$ cat src/flash_prog_defines.svh
// Command codes, offsets and timing counts for the program command sequencer
`ifndef FLASH_PROG_DEFINES_SVH
`define FLASH_PROG_DEFINES_SVH
`define CMD_UNLOCK1 8'hAA
`define CMD_UNLOCK2 8'h55
`define CMD_CONFIRM 8'h29
`define CMD_SUSP_A 8'hB0
`define CMD_SUSP_B 8'h51
`define CMD_RES_A 8'h30
`define CMD_RES_B 8'h50
`define CMD_SR_READ 8'h70
`define CMD_SR_CLEAR 8'h71
`define CMD_RESET 8'hF0
`define ADDR_UNLOCK1 12'h0555
`define ADDR_UNLOCK2 12'h02AA
`define MAX_WORDS 9'h0100
`define SR_READY_BIT 7
`define SR_ABORT_BIT 3
`define SR_BIT_ONE 1
`define CLK_MHZ 250
`define SUSPEND_LAT_NS 40000
`define SUSPEND_LAT_CYC ((`SUSPEND_LAT_NS * `CLK_MHZ + 999) / 1000)
`endif

$ cat src/flash_prog_pkg.sv
// Types shared by the program command sequencer
package flash_prog_pkg;
   typedef enum logic [3:0] {
      read_state,
      buffer_load_start_state,
      buffer_load_data_state,
      buffer_full_state,
      single_word_setup_state,
      programming_state,
      programming_status_substate,
      suspend_pending_state,
      suspended_state,
      suspended_status_substate,
      abort_unlock_first_state,
      abort_unlock_second_state
   } prog_state_e;
   typedef struct packed {
      logic wr;
      logic rd;
      logic [11:0] addr;
      logic [15:0] sector;
      logic [7:0] data;
   } bus_cycle_s;
endpackage

$ cat src/flash_program_command_fsm.sv
// Program path command state machine of a parallel NOR flash
// Overview of operation
// RL1: Decode unlock AAh at 555h, confirm 29h, suspend B0h or 51h.
// RL2: Accept status read 70h, clear 71h at 555h, resume 30h or 50h.
// RL3: Buffer load aborts on count over 256 or address change; full at zero.
// RL4: Buffer full: confirm starts programming; any other write aborts into programming state.
// RL5: Single-word setup holds on reads; next data write starts programming.
// RL6: Busy: 70h to status substate, suspend to pending, else keep programming.
// RL7: Done: reset or status clear to read; unlock-1 enters abort unlock.
// RL8: Programming ends by itself into read mode on completion.
// RL9: First abort unlock holds on reads; 55h at 2AAh advances.
// RL10: Second abort unlock: F0h returns to read, clearing abort.
// RL11: Broken unlock sequence with abort flags set falls back to programming.
// RL12: Status substates deliver status on next read, then return.
// RL13: Suspend pending holds on reads; status read returns to pending after.
// RL14: Suspended: status read, clear keeps, resume restarts programming.
// RL15: Suspended status substate returns to suspended after its read.
// RL16: Suspend pending becomes suspended after the suspend latency.
//
// Chosen here: the register offsets and the plain strobed port.
`include "flash_prog_defines.svh"
module flash_program_command_fsm #(
   parameter int SUSPEND_CYC = `SUSPEND_LAT_CYC
) (
   input wire logic clk_in,
   input wire logic rst_n_in,
   input wire flash_prog_pkg::bus_cycle_s cyc_in,
   input wire logic buffer_start_in,
   input wire logic word_setup_in,
   input wire logic [8:0] word_count_in,
   input wire logic [15:0] buffer_addr_in,
   input wire logic array_done_in,
   input wire logic program_fail_in,
   input wire logic [7:0] sr_clear_in,
   input wire logic [7:0] sr_enable_in,
   output logic [3:0] state_out,
   output logic start_program_out,
   output logic suspend_req_out,
   output logic resume_req_out,
   output logic sr_drive_out,
   output logic [7:0] status_out,
   output logic irq_out
);
   import flash_prog_pkg::*;

   prog_state_e state_r, state_nxt, return_r;
   logic [8:0] remain_r;
   logic [15:0] sector_address_r, buf_addr_r;
   logic ready_status_bit_r, buffer_abort_status_bit_r, status_bit_one_r;
   logic [31:0] susp_cnt_r;
   logic [7:0] evt_r;
   logic start_nxt;

   function automatic logic is_cmd(input bus_cycle_s c, input logic [7:0] d,
                                   input logic chk, input logic [11:0] a);
      is_cmd = c.wr && (c.data == d) && (!chk || (c.addr == a));
   endfunction

   logic sr_rd, sr_clr, sw_rst, unl1, unl2, suspend, resume, confirm, aborted;
   always_comb begin
      sr_rd = is_cmd(cyc_in, `CMD_SR_READ, 1'b1, `ADDR_UNLOCK1); // RL2
      sr_clr = is_cmd(cyc_in, `CMD_SR_CLEAR, 1'b1, `ADDR_UNLOCK1); // RL2
      sw_rst = is_cmd(cyc_in, `CMD_RESET, 1'b0, 12'h0000);
      unl1 = is_cmd(cyc_in, `CMD_UNLOCK1, 1'b1, `ADDR_UNLOCK1); // RL1
      unl2 = is_cmd(cyc_in, `CMD_UNLOCK2, 1'b1, `ADDR_UNLOCK2);
      suspend = is_cmd(cyc_in, `CMD_SUSP_A, 1'b0, 12'h0000) ||
                is_cmd(cyc_in, `CMD_SUSP_B, 1'b0, 12'h0000); // RL1
      resume = is_cmd(cyc_in, `CMD_RES_A, 1'b0, 12'h0000) ||
               is_cmd(cyc_in, `CMD_RES_B, 1'b0, 12'h0000); // RL2
      confirm = cyc_in.wr && (cyc_in.data == `CMD_CONFIRM) &&
                (cyc_in.sector == sector_address_r); // RL1
      aborted = buffer_abort_status_bit_r || status_bit_one_r;
   end

   always_comb begin
      state_nxt = state_r;
      start_nxt = 1'b0;
      unique case (state_r)
         read_state: begin
            if (buffer_start_in) begin
               state_nxt = buffer_load_start_state;
            end else if (word_setup_in) begin
               state_nxt = single_word_setup_state;
            end
         end
         buffer_load_start_state: begin
            if (cyc_in.wr) begin
               if (word_count_in > `MAX_WORDS || cyc_in.sector != sector_address_r) begin
                  state_nxt = programming_state; // RL3
               end else if (word_count_in == 9'h000) begin
                  state_nxt = buffer_full_state; // RL3
               end else begin
                  state_nxt = buffer_load_data_state;
               end
            end
         end
         buffer_load_data_state: begin
            if (cyc_in.wr) begin
               if (cyc_in.sector != buf_addr_r) begin
                  state_nxt = programming_state; // RL3
               end else if (remain_r == 9'h001) begin
                  state_nxt = buffer_full_state; // RL3
               end
            end
         end
         buffer_full_state: begin
            if (cyc_in.wr) begin
               state_nxt = programming_state; // RL4
               start_nxt = confirm; // RL4
            end
         end
         single_word_setup_state: begin
            if (cyc_in.wr) begin
               state_nxt = programming_state; // RL5
               start_nxt = 1'b1; // RL5
            end
         end
         programming_state: begin
            if (!ready_status_bit_r) begin
               if (array_done_in) begin
                  state_nxt = read_state; // RL8
               end else if (sr_rd) begin
                  state_nxt = programming_status_substate; // RL6
               end else if (suspend) begin
                  state_nxt = suspend_pending_state; // RL6
               end
            end else if (sw_rst || sr_clr) begin
               state_nxt = read_state; // RL7
            end else if (sr_rd) begin
               state_nxt = programming_status_substate;
            end else if (unl1) begin
               state_nxt = abort_unlock_first_state; // RL7
            end
         end
         programming_status_substate, suspended_status_substate: begin
            if (cyc_in.rd || cyc_in.wr) begin
               state_nxt = return_r; // RL12 RL15
            end
         end
         suspend_pending_state: begin
            if (sr_rd) begin
               state_nxt = programming_status_substate; // RL13
            end else if (susp_cnt_r >= SUSPEND_CYC - 1) begin
               state_nxt = suspended_state; // RL16
            end
         end
         suspended_state: begin
            if (sr_rd) begin
               state_nxt = suspended_status_substate; // RL14
            end else if (resume) begin
               state_nxt = programming_state; // RL14
            end
         end
         abort_unlock_first_state: begin
            if (unl2) begin
               state_nxt = abort_unlock_second_state; // RL9
            end else if (cyc_in.wr && aborted) begin
               state_nxt = programming_state; // RL11
            end
         end
         abort_unlock_second_state: begin
            if (sw_rst) begin
               state_nxt = read_state; // RL10
            end else if (cyc_in.wr && aborted) begin
               state_nxt = programming_state; // RL11
            end
         end
      endcase
   end

   always_ff @(posedge clk_in) begin
      if (!rst_n_in) begin
         state_r <= read_state;
         return_r <= read_state;
      end else begin
         state_r <= state_nxt;
         // Remember where a status read came from
         if (state_nxt == programming_status_substate && state_r != programming_status_substate) begin
            return_r <= state_r;
         end else if (state_nxt == suspended_status_substate) begin
            return_r <= suspended_state;
         end
      end
   end

   // Buffer tracking: sector latched at buffer start in read state; count on first write
   always_ff @(posedge clk_in) begin
      if (!rst_n_in) begin
         remain_r <= 9'h000;
         sector_address_r <= 16'h0000;
         buf_addr_r <= 16'h0000;
      end else if (buffer_start_in && state_r == read_state) begin
         sector_address_r <= cyc_in.sector;
         buf_addr_r <= buffer_addr_in;
      end else if (state_r == buffer_load_start_state && cyc_in.wr) begin
         remain_r <= word_count_in;
      end else if (state_r == buffer_load_data_state && cyc_in.wr) begin
         remain_r <= remain_r - 9'h001;
      end
   end

   // Latency counter; restarts whenever pending is entered
   always_ff @(posedge clk_in) begin
      if (!rst_n_in || state_r != suspend_pending_state) begin
         susp_cnt_r <= 32'h0000_0000;
      end else begin
         susp_cnt_r <= susp_cnt_r + 32'h0000_0001;
      end
   end

   // Status bits; set wins over clear, except ready, where a start wins over done
   always_ff @(posedge clk_in) begin
      if (!rst_n_in) begin
         ready_status_bit_r <= 1'b1;
         buffer_abort_status_bit_r <= 1'b0;
         status_bit_one_r <= 1'b0;
      end else begin
         if (start_nxt || (state_r == suspended_state && resume)) begin
            ready_status_bit_r <= 1'b0;
         end else if (array_done_in || program_fail_in) begin
            ready_status_bit_r <= 1'b1;
         end
         if (state_r == buffer_full_state && cyc_in.wr && !confirm) begin
            buffer_abort_status_bit_r <= 1'b1;
         end else if ((state_r == buffer_load_start_state || state_r == buffer_load_data_state)
                      && state_nxt == programming_state) begin
            buffer_abort_status_bit_r <= 1'b1;
         end else if (state_r == abort_unlock_second_state && sw_rst) begin
            buffer_abort_status_bit_r <= 1'b0; // RL10
         end else if (sr_clr) begin
            buffer_abort_status_bit_r <= 1'b0;
         end
         if (program_fail_in) begin
            status_bit_one_r <= 1'b1;
         end else if (sr_clr || (state_r == abort_unlock_second_state && sw_rst)) begin
            status_bit_one_r <= 1'b0;
         end
      end
   end

   // Interrupt events: 0 done, 1 load abort, 2 fail, 3 suspended
   logic [7:0] evt_set;
   always_comb begin
      evt_set = 8'h00;
      evt_set[0] = array_done_in;
      evt_set[1] = (state_nxt == programming_state) && !start_nxt &&
                   (state_r == buffer_load_start_state || state_r == buffer_load_data_state);
      evt_set[2] = program_fail_in;
      evt_set[3] = (state_nxt == suspended_state) && (state_r == suspend_pending_state);
   end

   always_ff @(posedge clk_in) begin
      if (!rst_n_in) begin
         evt_r <= 8'h00;
      end else begin
         evt_r <= evt_set | (evt_r & ~sr_clear_in);
      end
   end

   always_ff @(posedge clk_in) begin
      if (!rst_n_in) begin
         state_out <= 4'h0;
         start_program_out <= 1'b0;
         suspend_req_out <= 1'b0;
         resume_req_out <= 1'b0;
         sr_drive_out <= 1'b0;
         status_out <= 8'h80;
         irq_out <= 1'b0;
      end else begin
         state_out <= state_nxt;
         start_program_out <= start_nxt;
         suspend_req_out <= (state_nxt == suspend_pending_state) && (state_r == programming_state);
         resume_req_out <= (state_r == suspended_state) && resume;
         // Status is put on the bus in the cycle after a read in a status substate
         sr_drive_out <= cyc_in.rd && (state_r == programming_status_substate ||
                                       state_r == suspended_status_substate); // RL12
         status_out <= {ready_status_bit_r, 3'b000, buffer_abort_status_bit_r,
                        1'b0, status_bit_one_r, 1'b0};
         irq_out <= |((evt_set | (evt_r & ~sr_clear_in)) & sr_enable_in);
      end
   end
endmodule

$ cat config.mk
export PLATFORM = sky130hd
export DESIGN_NAME = flash_program_command_fsm
export DESIGN_NICKNAME = d
export VERILOG_FILES = /design/src/flash_prog_pkg.sv /design/src/flash_program_command_fsm.sv
export VERILOG_INCLUDE_DIRS = /design/src
export SDC_FILE = /design/constraint.sdc
export NUM_CORES = 1
export LEC_CHECK = 0
export ABC_CLOCK_PERIOD_IN_PS = 4500
export BUFFER_PORTS_ARGS = -buffer_cell sky130_fd_sc_hd__clkbuf_2
export CAP_MARGIN = 5
export CORE_ASPECT_RATIO = 1.2
export CORE_MARGIN = 4
export CORE_UTILIZATION = 25
export CTS_BUF_LIST = sky130_fd_sc_hd__clkbuf_8 sky130_fd_sc_hd__clkbuf_16
export DETAILED_ROUTE_END_ITERATION = 12
export MAX_ROUTING_LAYER = met4
export PLACE_DENSITY_LB_ADDON = 0.05
export SLEW_MARGIN = 20
export SYNTH_ARGS = -nofsm -noshare
export SYNTH_HDL_FRONTEND = slang
export SYNTH_SLANG_ARGS = --single-unit
$ cat constraint.sdc
create_clock -name clk_in -period 4.5 [get_ports clk_in]
set_input_delay 0.45 -clock clk_in [delete_from_list [all_inputs] [get_ports clk_in]]
set_output_delay 0.45 -clock clk_in [all_outputs]
set_load 0.01 [all_outputs]
==> impl_metrics.json <==
{
  "fin_skew_ns": 0.0109,
  "crit_path_max_incr_delay_ns": 0.84,
  "p_per_area_mw_per_mm2": 344,
  "globalRouteOverflowTotal": 0,
  "crit_required_ns": 4.76,
  "place.gp.congestion": 0.932,
  "cp_num_buf_inv": 0,
  "setup_tns_ns": 0,
  "dieArea_mm2": 0.0236,
  "path_cells": "or4b_1 -> a311oi_1 -> a221o_1 -> a211o_1 -> and4bb_4 -> a211oi_1 -> o21a_1 -> o2bb2ai_1",
  "final-hold-violation-count": 0,
  "path_clk_slew_ns": 0.07,
  "hold_depth": 2,
  "synth_common_cells": "dfxtp_1, nand2_1, nor2_1, a21oi_1, xor2_1",
  "synth-seq-cells": 100,
  "syn_area_mm2": 0.00530,
  "hold_path.startpoint": "sr_clear_in[4]",
  "cts_sinks": 100,
  "drtIter0Drc": 192,
  "drtPass1Iterations": 4,
  "worstSkewPairLatency_ns": 0.35,
  "drive_above_1_share_pct": 17.9,
  "avgSynthCellArea_um2": 8.01,
  "crit_slowest_cell": "dfxtp_1",
  "setup_violations": 0,
  "wirelength_um": 15900,
  "ir_drop_v": 0.000203,
  "synth.most_common_cell": "dfxtp_1",
  "htreeDepth": 3,
  "ant_nets": 0,
  "synth_area_leaders": "dfxtp_1, nand2_1, xor2_1",
  "endpoint_kind": "flip-flop",
  "seqCellArea_mm2": 0.00200,
  "status": "finished, final reports clean",
  "die_w_um": 141,
  "synth_edf_count": 0,
  "fin_crit_ns": 3.27,
  "numCtsBuffers": 9,
  "cts_setup_buffers": 0,
  "syn_inst": 661,
  "start_kind": "flip-flop",
  "vias": 4967,
  "worstSetupPathType": "reg -> reg",
  "num-fill-cells": 2293,
  "ys_warn_count": 0,
  "slew-limit-headroom_pct": 43.2,
  "period_share_pct": 72.6,
  "arrival_ns": 3.53,
  "drc_errors": 0,
  "grt_max_degree": 56,
  "diodes": 0,
  "synthDistinctLibCells": 75,
  "hold_buffers": 0,
  "hpwlAfterDp_um": 12100,
  "tritoncts": "yes",
  "synth.yosys.seq_area_share_pct": 37.8,
  "start_util_pct": 25.3,
  "holdPathEnd": "evt_r[4]",
  "synth_top_area_cell": "dfxtp_1",
  "path_delay_family": "compound AO/OA/AOI/OAI gates",
  "root_buffer": "clkbuf_16",
  "num_rows": 58,
  "nets": 831,
  "tightest_slew_ns": 0.851,
  "portBuffers": 96,
  "fmax_mhz": 306,
  "grt.total_usage_pct": 14.0,
  "cap_viol_max_count": 0,
  "worstPathMaxFanout": 25,
  "core_area_mm2": 0.0209,
  "synthArstFlopShare_pct": 0,
  "reg2reg_from": "state_out[2]",
  "hold_path_class": "in -> reg",
  "ys.flop_type": "dfxtp_1",
  "rsz0062_at_grt": "no",
  "whs_ns": 0.262,
  "multiInputGateArea_mm2": 0.00309,
  "io_pins": 102,
  "r2r_end": "irq_out",
  "grtUsageMet3_pct": 1.94,
  "final_util_pct": 30.4,
  "p_leak_uw": 0.00236,
  "grt_use_met1_pct": 17.6,
  "grt_pass1_wl_um": 26000,
  "grt_pass1_vias": 4973,
  "finalMaxSlewViolations": 0,
  "grt.busiest_layer": "met2",
  "cts_buffer_depth": 2,
  "use_met2_pct": 22.9,
  "antenna_found_initial": 0,
  "synth_top_area_share_pct": 37.8,
  "ctsResizeCount": 0,
  "die_h_um": 167,
  "ff2ff_path_depth": 8,
  "vias_per_cell": 4.88,
  "rrSetupSlack_ns": 1.23,
  "synthToLayoutAreaGrowth_pct": 20.0,
  "wire_per_inst_um": 15.6
}
logic make-up after synthesis:
family | synth area share [%]
fa+ha+maj | 0.709
mux | 0.189
other cells | 0.0708
buf+inv | 4.32
simple gates | 32.0
xor+xnor | 9.75
compound gates | 15.2
flops | 37.8
worst reg2reg max path: cells and delay by family (launching register included):
kind            cells  cell delay (ns)
simple gates        2             0.73
compound gates      6             1.60
flops               1             0.84
final cells by class:
cell class / instances / area share, %
sequential: 100 / 31.5
clock buffer: 10 / 3.76
clock inverter: 6 / 1.36
tap: 270 / 5.32
inverter: 19 / 1.14
timing repair buffer: 100 / 8.35
multi-input combinational: 513 / 48.6
per-layer routing:
| layer | vias to the layer above | wire length, um | part of all wire [%] |
|---|---|---|---|
| met3 | 19 | 642 | 4.0 |
| li1 | 2510 | - | - |
| met5 | - | 0 | 0 |
| met4 | 0 | 370 | 2.3 |
| met2 | 117 | 7610 | 48 |
| met1 | 2321 | 7270 | 46 |
metrics by stage:
| step | worst slack [ns] | power, uW | cell area [um2] | instances |
|---|---|---|---|---|
| final | 1.23 | 2180 | 6350 | 1018 |
| after detailed placement | 1.32 | 1350 | 6030 | 1002 |
| after global placement | 1.20 | 1340 | 6000 | 1001 |
| after CTS | 1.32 | 2230 | 6350 | 1018 |
| after floorplan | 1.92 | 1210 | 5310 | 665 |
| after global routing | 1.13 | 2290 | 6350 | 1018 |
how the worst max path moves through the flow:
stage,startpoint,slack [ns],to,depth (start not counted)
floorplan,cyc_in[5],1.92,return_r[0],9
global placement,cyc_in[37],1.20,irq_out,9
detailed placement,cyc_in[18],1.32,return_r[2],9
CTS,state_out[2],1.32,irq_out,8
global route,state_out[2],1.13,irq_out,8
finish,state_out[2],1.23,irq_out,8
flip-flops by register name, indices dropped and copies added, names as in the netlist:
register and count:
status_bit_one_r 1, buffer_abort_status_bit_r 1, susp_cnt_r 32, suspend_req_out 1, ready_status_bit_r 1, start_program_out 1
return_r 4, remain_r 9, status_out 3, state_out 4, sector_address_r 16, buf_addr_r 16
evt_r 8, sr_drive_out 1, irq_out 1, resume_req_out 1
where the power goes:
group | leakage (uW) | total, uW | internal (uW) | switching, uW
Sequential | 0.000813 | 974 | 932 | 41.8
Combinational | 0.00138 | 350 | 145 | 205
Clock | 0.000164 | 860 | 503 | 356
Total | 0.00236 | 2180 | 1580 | 603
layout by cell type (no fill, tap or decap), drive strengths merged, types with 4 or more instances in the layout:
master and n:
or2 4, inv 20, nor2b 6, and2 6, o21ai 26, nand3b 5, a31oi 4, dfxtp 100
clkbuf 106, nor4 19, nor3b 6, xor2 36, a211oi 10, nand3 17, nor4bb 4, o22ai 5
nand2 98, xnor2 23, a21oi 49, nand2b 7, and4 5, nor2 63, nand4 17, buf 4
and3 13, and4bb 4, nor3 16, or3 13, conb 5
No activity file was read; power rests on OpenSTA's default activity.
